===== config.mk =====
export PLATFORM = sky130hd
export DESIGN_NAME = scad_addr_decode
export DESIGN_NICKNAME = d
export VERILOG_FILES = /design/src/rtl/scad_pkg.sv /design/src/rtl/scad_addr_decode.sv
export VERILOG_INCLUDE_DIRS = /design/src /design/src/rtl
export SDC_FILE = /design/constraint.sdc
export NUM_CORES = 1
export LEC_CHECK = 0
export BUFFER_PORTS_ARGS = -buffer_cell sky130_fd_sc_hd__buf_2
export CORE_MARGIN = 1
export CORE_UTILIZATION = 40
export DETAILED_ROUTE_END_ITERATION = 6
export PLACE_DENSITY = 0.69
export SETUP_SLACK_MARGIN = 0.5
export SLEW_MARGIN = 20
export SYNTH_ARGS = -nofsm -noshare
export SYNTH_HDL_FRONTEND = slang
export SYNTH_SLANG_ARGS = --single-unit
export TNS_END_PERCENT = 5

===== constraint.sdc =====
create_clock -name clk_sys -period 6.6 [get_ports clk_sys]
set_clock_uncertainty 0.2 [all_clocks]
set_input_delay 1.98 -clock clk_sys [delete_from_list [all_inputs] [get_ports clk_sys]]
set_output_delay 1.98 -clock clk_sys [all_outputs]
set_load 0.01 [all_outputs]

===== src/rtl/scad_regs.svh =====
`ifndef SCAD_REGS_SVH
`define SCAD_REGS_SVH

// register offsets (byte addresses)
`define SCAD_CH_STRIDE     8'h08
`define SCAD_CH_CTRL_OFF   8'h00
`define SCAD_CH_MASK_OFF   8'h04
`define SCAD_STATUS_OFF    8'h40
`define SCAD_CH_AREA_END   8'h20

// channel_control_reg field positions
`define SCAD_BASE_LSB      0
`define SCAD_BASE_MSB      14
`define SCAD_WIDE_BIT      15
`define SCAD_GEOM_LSB      16
`define SCAD_GEOM_MSB      17
`define SCAD_EN_BIT        18

// channel_mask_field register field positions
`define SCAD_MASK_LSB      0
`define SCAD_MASK_MSB      14

// status register field positions
`define SCAD_ST_SEL_LSB    0
`define SCAD_ST_SEL_MSB    3
`define SCAD_ST_VALID_BIT  4

// reset values
`define SCAD_BASE_RST      15'h0000
`define SCAD_MASK_RST      15'h0000
`define SCAD_WIDE_RST      1'b1
`define SCAD_GEOM_RST      2'h0
`define SCAD_EN_RST        1'b0

`endif

===== src/rtl/scad_pkg.sv =====
package scad_pkg;

   typedef enum logic [1:0]
   {
      SCAD_GEOM_R11_C8  = 2'b00,
      SCAD_GEOM_R11_C9  = 2'b01,
      SCAD_GEOM_R12_C10 = 2'b10
   } scad_geom_type;

   typedef struct packed
   {
      logic          enable;
      scad_geom_type geom;
      logic          bus_width_field;
      logic [14:0]   channel_mask_field;
      logic [14:0]   base;
   } scad_chan_cfg_type;

   typedef struct packed
   {
      logic        write;
      logic        read;
      logic [7:0]  addr;
      logic [31:0] wdata;
   } scad_reg_req_type;

   typedef struct packed
   {
      logic [35:0] paddr;
      logic        col_phase;
      logic        auto_precharge;
   } scad_mem_req_type;

endpackage


===== src/rtl/scad_addr_decode.sv =====
// The implementer's own choices: the register addresses and the address-and-strobe port.
`timescale 1ns/1ps
`default_nettype none
`include "scad_regs.svh"

// Operation
// - an enabled channel is hit when paddr[35:21] equals its base with the masked positions cleared on both.
// - each of the four channels keeps its own base and mask over address bits 35 to 21.
// - with two banks the bank select leaves on memory address pin 19.
// - with four banks the bank select leaves on pins 19 (low) and 18 (high).
// - in the column phase the precharge pins follow the auto-precharge request.
// - row 11 column 8 maps pins 19..16 to bits 22,23,21,20 and row pins 15..13 to 21..19.
// - row 11 column 9 puts bit 23 on pins 19..16 and column pins 14,13 carry 23,22.
// - row 12 column 10 maps pins 19..16 to 25,26,25,22 and column pins 14,13 to 24,23.
// - column pins 12..5 carry bits 10..3 and row pins 15..5 carry bits 21..11.
// - a per-channel width field must be set for that channel to map; when clear, map_valid_q stays low and the pins stay zero.
module scad_addr_decode
(
   input  wire logic                        clk_sys,
   input  wire logic                        sys_rst,
   input  wire scad_pkg::scad_reg_req_type  reg_req,
   output logic [31:0]                      reg_rdata_q,
   input  wire logic                        mem_req_valid,
   input  wire scad_pkg::scad_mem_req_type  mem_req,
   output logic [3:0]                       chan_sel_q,
   output logic                             map_valid_q,
   output logic [19:5]                      mem_addr_q
);

   scad_pkg::scad_chan_cfg_type cfg_q [4];
   scad_pkg::scad_chan_cfg_type cfg_sel;
   logic [3:0]                  hit;
   logic [1:0]                  sel_idx;
   logic                        found;
   logic [19:5]                 addr_d;
   logic                        map_ok;
   logic [1:0]                  reg_ch;
   logic                        reg_in_ch;
   logic [35:0]                 pa;
   logic                        ap;

   assign pa        = mem_req.paddr;
   assign ap        = mem_req.auto_precharge;
   assign reg_ch    = reg_req.addr[4:3];
   assign reg_in_ch = (reg_req.addr < `SCAD_CH_AREA_END) && (reg_req.addr[1:0] == 2'h0);

   // per-channel configuration registers
   always_ff @(posedge clk_sys)
   begin
      for (int i = 0; i < 4; i++)
      begin
         if (sys_rst)
         begin
            cfg_q[i].base               <= `SCAD_BASE_RST;
            cfg_q[i].channel_mask_field <= `SCAD_MASK_RST;
            cfg_q[i].bus_width_field    <= `SCAD_WIDE_RST;
            cfg_q[i].geom               <= scad_pkg::scad_geom_type'(`SCAD_GEOM_RST);
            cfg_q[i].enable             <= `SCAD_EN_RST;
         end
         else if (reg_req.write && reg_in_ch && reg_ch == i[1:0])
         begin
            if (reg_req.addr[2] == `SCAD_CH_MASK_OFF >> 2)
            begin
               cfg_q[i].channel_mask_field <=
                  reg_req.wdata[`SCAD_MASK_MSB:`SCAD_MASK_LSB];
            end
            else
            begin
               cfg_q[i].base            <= reg_req.wdata[`SCAD_BASE_MSB:`SCAD_BASE_LSB];
               cfg_q[i].bus_width_field <= reg_req.wdata[`SCAD_WIDE_BIT];
               cfg_q[i].geom            <= scad_pkg::scad_geom_type'(
                  reg_req.wdata[`SCAD_GEOM_MSB:`SCAD_GEOM_LSB]);
               cfg_q[i].enable          <= reg_req.wdata[`SCAD_EN_BIT];
            end
         end
      end
   end

   // register read data, one cycle after the read strobe
   always_ff @(posedge clk_sys)
   begin
      if (sys_rst)
      begin
         reg_rdata_q <= 32'h0000_0000;
      end
      else if (reg_req.read)
      begin
         reg_rdata_q <= 32'h0000_0000;
         if (reg_in_ch && reg_req.addr[2] == `SCAD_CH_MASK_OFF >> 2)
         begin
            reg_rdata_q[`SCAD_MASK_MSB:`SCAD_MASK_LSB] <= cfg_q[reg_ch].channel_mask_field;
         end
         else if (reg_in_ch)
         begin
            reg_rdata_q[`SCAD_BASE_MSB:`SCAD_BASE_LSB] <= cfg_q[reg_ch].base;
            reg_rdata_q[`SCAD_WIDE_BIT]                <= cfg_q[reg_ch].bus_width_field;
            reg_rdata_q[`SCAD_GEOM_MSB:`SCAD_GEOM_LSB] <= cfg_q[reg_ch].geom;
            reg_rdata_q[`SCAD_EN_BIT]                  <= cfg_q[reg_ch].enable;
         end
         else if (reg_req.addr == `SCAD_STATUS_OFF)
         begin
            reg_rdata_q[`SCAD_ST_SEL_MSB:`SCAD_ST_SEL_LSB] <= chan_sel_q;
            reg_rdata_q[`SCAD_ST_VALID_BIT]                <= map_valid_q;
         end
      end
      else
      begin
         reg_rdata_q <= 32'h0000_0000;
      end
   end

   // masked base compare per channel
   for (genvar g = 0; g < 4; g++)
   begin : g_hit
      assign hit[g] = cfg_q[g].enable &&
         ((pa[35:21] & ~cfg_q[g].channel_mask_field) ==
          (cfg_q[g].base & ~cfg_q[g].channel_mask_field));
   end

   // bank, row and column split for the hit channel
   always_comb
   begin
      sel_idx = 2'h0;
      found   = 1'b0;
      for (int i = 0; i < 4; i++)
      begin
         if (hit[i] && !found)
         begin
            sel_idx = i[1:0];
            found   = 1'b1;
         end
      end
      cfg_sel = cfg_q[sel_idx];
      addr_d  = 15'h0000;
      map_ok  = 1'b0;
      if (found && cfg_sel.bus_width_field)
      begin
         map_ok = 1'b1;
         if (mem_req.col_phase)
         begin
            addr_d[12:5] = pa[10:3];
         end
         else
         begin
            addr_d[15:5] = pa[21:11];
         end
         unique case (cfg_sel.geom)
            scad_pkg::SCAD_GEOM_R11_C8:
            begin
               addr_d[19:16] = {pa[22], pa[23], pa[21], pa[20]};
               if (mem_req.col_phase)
               begin
                  addr_d[15:13] = {3{ap}};
               end
            end
            scad_pkg::SCAD_GEOM_R11_C9:
            begin
               addr_d[19:16] = {4{pa[23]}};
               if (mem_req.col_phase)
               begin
                  addr_d[15:13] = {ap, pa[23], pa[22]};
               end
            end
            scad_pkg::SCAD_GEOM_R12_C10:
            begin
               addr_d[19:16] = {pa[25], pa[26], pa[25], pa[22]};
               if (mem_req.col_phase)
               begin
                  addr_d[15:13] = {ap, pa[24], pa[23]};
               end
            end
            default:
            begin
               addr_d = 15'h0000;
               map_ok = 1'b0;
            end
         endcase
      end
   end

   // registered pin and select outputs
   always_ff @(posedge clk_sys)
   begin
      if (sys_rst)
      begin
         chan_sel_q  <= 4'h0;
         map_valid_q <= 1'b0;
         mem_addr_q  <= 15'h0000;
      end
      else if (mem_req_valid)
      begin
         chan_sel_q  <= hit;
         map_valid_q <= map_ok;
         mem_addr_q  <= addr_d;
      end
   end

endmodule
`default_nettype wire


==> results of run 1 <==
[path summary, 6_finish.rpt]
path	startpoint	endpoint	slack [ns]	depth (start not counted)
setup / recovery	mem_req[26]	mem_addr_q[14]	1.72	10
hold / removal	mem_addr_q[16]	mem_addr_q[16]	0.27	1
setup reg to reg	cfg_q[0][3]	mem_addr_q[14]	3.00	9
hold reg to reg	mem_addr_q[16]	mem_addr_q[16]	0.27	1
[worst max-delay path, stage by stage]
cell	delay, ns
buf_2	0.16
xnor2_1	0.37
o22ai_1	0.18
nor4_1	0.55
and2_1	0.39
o311ai_0	0.22
a211o_1	0.37
a21oi_2	0.43
o311ai_1	0.22
o21ai_1	0.15
[synthesized netlist by cell type (3+ instances only)]
master and n:
buf_4 13, buf_6 9, nor2_1 21, xnor2_1 55, buf_1 4, a211o_1 5, and2_1 140, o21ai_0 4
nor3_1 8, nor2b_1 3, a22o_1 19, o21ai_1 3, o22ai_1 30, mux4_2 34, nand2_1 16, or3_1 3
mux2_2 10, nand2b_1 6, nor4_1 7, o21bai_1 6, clkbuf_1 22, a21oi_1 5, a22oi_1 6, buf_2 4
edfxtp_1 136, mux2i_1 3, dfxtp_1 39, xnor2_2 5, inv_1 6
[power by group]
group | internal [mW] | switching [mW]
clock network | 0.613 | 0.448
registers | 1.23 | 0.0303
logic | 0.102 | 0.127
[layout make-up]
class / instances / area, um^2
Multi-Input combinational cell: 427 / 3510
Inverter: 6 / 22.5
Clock inverter: 14 / 176
Clock buffer: 18 / 439
Timing Repair Buffer: 116 / 608
Antenna cell: 1 / 2.50
Sequential cell: 175 / 4860
Tap cell: 275 / 344
Fill cell: 1908 / 11100
[registers in the layout (all words and copies together), names as in the netlist]
register / count
cfg_q: 136
reg_rdata_q: 19
mem_addr_q: 15
chan_sel_q: 4
map_valid_q: 1
[metal layers]
layer	wire length, um	global-route usage (%)
met1	9530	27.4
met2	11000	34.9
met3	1790	6.06
met4	682	9.44
met5	0	0
[metrics by stage]
step	power [mW]	area, um^2	setup WS, ns	utilization [%]	hold WS (ns)
6_report	2.55	9970	1.72	47.3	0.266
4_1_cts	2.56	9970	1.84	47.3	0.269
3_3_place_gp	1.51	9350	1.41	44.3	0.243
5_1_grt	2.62	9970	1.44	47.3	0.293
2_1_floorplan	1.43	8670	2.09	-	0.275
3_5_place_dp	1.51	9350	1.41	44.3	0.252
[cell families after synthesis]
logic type	synth area share (%)
buffers and inverters	3.99
AOI/OAI and AO/OA	7.96
muxes	10.5
and+or+nand+nor	14.6
DFF	56.4
xor gates and xnor gates	6.52
other	0.0435
==> flow_summary.toml, run 1 <==
[route]
dr.pass1.iters = 5
total_via_count_in_the_routed_design = 5655
drt_iter0_markers = 455
detail_route.vias_per_cell = 5.48
drcViolationCount = 0
wire_per_inst_um = 22.3
totalWireLength_um = 23000
drt.antenna.violating_nets = 0

[cells_and_area]
layout.nets = 826
area.growth.synth_to_final_pct = 15.5
drive_gt1_share_pct = 28.6
instances_no_fill = 1032
most_common_cell_after_layout_fill_and_taps_aside = "and2_1"
mostFrequentLayoutCells = "140 x and2_1, 136 x edfxtp_1, 105 x buf_2"

[timing]
final_min_period_over_clock_period_pct = 73.9
worst_pin_slew_ns = 1.12
final-hold-violation-count = 0
setup_total_negative_slack_ns = 0
max_clock_freq_ghz = 0.205
final-max-slew-violation-count = 0
maxSlewHeadroom_pct = 25.1
final_period_minus_worst_setup_slack_ns = 4.88
rsz_0062_raised_after_global_routing = "no"
setup_viol_count_final = 0

[pwr]
power.ir.vdd_worst_uv = 181
cellLeakagePower_nw = 3.70
pwr_density_cell_nw_per_um2 = 256

[grt]
grt_first_pass_wirelength_um = 34200
via_count_of_the_first_global_routing_pass = 5688
initial_antenna_violation_count = 1
globalRouteOverflowTotal = 0
grt_use_total_pct = 21.7
maximum_number_of_pins_on_one_net_before_global_route_repair = 34

[clock_tree]
cts_hold_repair.buffers = 0
cts_max_path_buffers = 2
cts_repair_resize_count = 0
total_clock_buffers_created_by_cts = 17
root_buffer = "clkbuf_16"
postCtsSetupBuffers = 0
clkSinkCount = 175
tritoncts = "built"
clkLatencyLatePin_ns = 0.44
clkSlewWorstSetupHoldPaths_ns = 0.07
htree_num_levels = 4

[critical_path]
required_ns = 6.77
setup.worst_path.end_class = "register"
startpoint_type = "input port"
critical_path.max_fanout = 12
cp.arrival_ns = 5.04
timing.setup.critical_path_class = "input port to register"

[place]
placement.io_buffers = 105
gp_congestion = 0.820
dp_hpwl_um = 15400
place_inst = 999

[floorplanning]
row_count = 53
die_width_um = 149
initial_util_pct = 40.9
fp.dieArea_um2 = 22200
boundaryPins = 135
die_height_um = 149
area_of_the_core_um2 = 21100

[min_path]
hold_path.class = "register to register"

[synth]
synth_edf_count = 136
yosysSeqAreaShare_pct = 56.4
yosysWarnings = 0
synth.ff_latch_count = 175
synth_area_per_cell_um2 = 13.3
synth_top_area_cell = "edfxtp_1"
share_of_synthesized_registers_carrying_an_async_set_or_reset_pct = 0
yosys.cell_types.count = 51
synth_top_cell_area_share_pct = 47.3
synthesis.instances = 649
post_synth_main_area_contributors = "edfxtp_1 47%, and2_1 10%, dfxtp_1 9.0%"
post_synth_instance_area_um2 = 8630
most_used_flip_flop_cell_after_synthesis = "edfxtp_1"

[status]
status = "complete, no violations"

[job]
drv_cap = 0
Power figures use the tool's default switching activity.
==> run 2, diff against run 1 <==
--- a/config.mk
+++ b/config.mk
@@ -10,7 +10,7 @@
 export CORE_MARGIN = 1
 export CORE_UTILIZATION = 40
 export DETAILED_ROUTE_END_ITERATION = 6
-export PLACE_DENSITY = 0.69
+export PLACE_DENSITY = 0.71
 export SETUP_SLACK_MARGIN = 0.5
 export SLEW_MARGIN = 20
 export SYNTH_ARGS = -nofsm -noshare
==> constraint.sdc (replaced) <==
create_clock -name clk_sys -period 4.2 [get_ports clk_sys]
set_clock_uncertainty 0.2 [all_clocks]
set_input_delay 1.26 -clock clk_sys [delete_from_list [all_inputs] [get_ports clk_sys]]
set_output_delay 1.26 -clock clk_sys [all_outputs]
set_load 0.01 [all_outputs]
==> run 2 against run 1 <==
  * Count of clock-buffer cells in the layout increased by 1
  * Core utilization grew 1.1 points
  * Via count up 2.6%
  * Global-route usage rose by 0.37 points
  * Critical endpoint is now mem_addr_q[19]
  * Critical path depth did not move
  * Register-to-register slack lost 1.9 ns
  * Non-clock buffer count is 34 higher
  * Sequential power up 57%
  * Sequential share of layout area decreased by 1.1 points
  * Wire length increased by 2.4%
==> flow_summary.toml, run 2 (same netlist as run 1, synthesis figures left out) <==
[critical_path]
startpoint_type = "input port"
timing.setup.critical_path_class = "input port to register"
worstReg2RegStart = "cfg_q[2][2]"
worst_case_register_to_register_setup_slack_ns = 1.13
required_ns = 4.33
reg2regPathDepth = 9
cp.arrival_ns = 3.74
critical_path.max_fanout = 7
setup.worst_path.end_class = "register"
r2r_end = "mem_addr_q[19]"
critPathCapture = "mem_addr_q[19]"
source_of_the_critical_timing_path = "mem_req[25]"

[cells_and_area]
mostFrequentLayoutCells = "140 x and2_1, 136 x edfxtp_1, 105 x buf_2"
register_area_um2 = 4860
fillCellCount = 1889
layout.nets = 860
most_common_cell_after_layout_fill_and_taps_aside = "and2_1"
reg.largest.list = "cfg_q (136), reg_rdata_q (19), mem_addr_q (15)"
largest_reg_flops = 136
drive_gt1_share_pct = 31.5
fin_util_pct = 48.4
regMostFlops = "cfg_q"
stdcell_area_um2 = 10200
instances_no_fill = 1066
area.growth.synth_to_final_pct = 18.2
multi_input_logic_area_um2 = 3530

[timing]
rsz_0062_raised_after_global_routing = "no"
fin_worst_hold_slack_ns = 0.262
final_period_minus_worst_setup_slack_ns = 3.61
worst_pin_slew_ns = 0.995
final-hold-violation-count = 0
setup_viol_count_final = 0
max_clock_freq_ghz = 0.277
setup_ws_ns = 0.585
maxSlewHeadroom_pct = 33.4
setup_total_negative_slack_ns = 0
final_min_period_over_clock_period_pct = 86.1
final-max-slew-violation-count = 0

[floorplanning]
die_height_um = 149
boundaryPins = 135
row_count = 53
fp.dieArea_um2 = 22200
die_width_um = 149
area_of_the_core_um2 = 21100
initial_util_pct = 40.9

[place]
placed_cell_area_um2 = 9590
dp_worst_setup_slack_ns = 0.118
place_inst = 1033
dp_hpwl_um = 16700
gp_congestion = 0.878
placement.io_buffers = 105

[clock_tree]
tritoncts = "built"
clkSinkCount = 175
total_clock_buffers_created_by_cts = 17
cts_max_path_buffers = 2
root_buffer = "clkbuf_16"
htree_num_levels = 4
cts_repair_resize_count = 0
clkSlewWorstSetupHoldPaths_ns = 0.07
postCtsSetupBuffers = 0
cts_hold_repair.buffers = 0
clkLatencyLatePin_ns = 0.44

[pwr]
report.power.total_mw = 3.90
pwr_density_cell_nw_per_um2 = 382
power.ir.vdd_worst_uv = 264
cellLeakagePower_nw = 3.86

[route]
drcViolationCount = 0
detail_route.vias_per_cell = 5.44
wire_per_inst_um = 22.1
total_via_count_in_the_routed_design = 5800
drt.antenna.violating_nets = 0
totalWireLength_um = 23500
drt_iter0_markers = 509
dr.pass1.iters = 5

[status]
status = "complete, no violations"

[grt]
globalRouteOverflowTotal = 0
grt_first_pass_wirelength_um = 35100
initial_antenna_violation_count = 1
via_count_of_the_first_global_routing_pass = 5928
maximum_number_of_pins_on_one_net_before_global_route_repair = 20
grt_use_total_pct = 22.1

[min_path]
hold_path.class = "register to register"

[job]
drv_cap = 0
[run 2: worst min path at each step]
| stage | startpoint | to | slack, ns | depth (start not counted) |
|---|---|---|---|---|
| final | mem_addr_q[16] | mem_addr_q[16] | 0.26 | 1 |
| after floorplan | chan_sel_q[3] | reg_rdata_q[3] | 0.27 | 2 |
| after detailed placement | mem_addr_q[16] | mem_addr_q[16] | 0.25 | 1 |
| after global routing | mem_addr_q[16] | mem_addr_q[16] | 0.29 | 1 |
| after CTS | mem_addr_q[16] | mem_addr_q[16] | 0.27 | 1 |
| after global placement | mem_addr_q[16] | mem_addr_q[16] | 0.25 | 1 |
[run 2: area by class of cell]
class,count,area share [%]
Antenna cell,1,0.0245
Clock buffer,19,4.34
Clock inverter,13,1.23
Inverter,6,0.221
Multi-Input combinational cell,427,34.6
Sequential cell,175,47.7
Tap cell,275,3.37
Timing Repair Buffer,150,8.58
[run 2: power breakdown]
| part | switching, mW | total [mW] | internal, mW |
|---|---|---|---|
| Sequential | 0.0500 | 1.98 | 1.93 |
| Clock | 0.694 | 1.54 | 0.844 |
| Combinational | 0.203 | 0.379 | 0.176 |
| Total | 0.947 | 3.90 | 2.95 |
[run 2: metal layers]
metal / wire length [um] / vias to the layer above / GRT usage (%)
li1: - / 2629 / -
met1: 9510 / 2856 / 28.1
met2: 11400 / 276 / 36.6
met3: 2040 / 39 / 4.74
met4: 545 / 0 / 8.83
met5: 0 / - / 0
[run 2: worst max-delay path, stage by stage]
cell	delay (ns)
buf_2	0.24
xnor2_2	0.14
o22ai_1	0.13
or4_4	0.58
or2_4	0.30
a311oi_2	0.31
o32a_2	0.30
mux2i_1	0.20
nor2_1	0.05
a211o_1	0.22
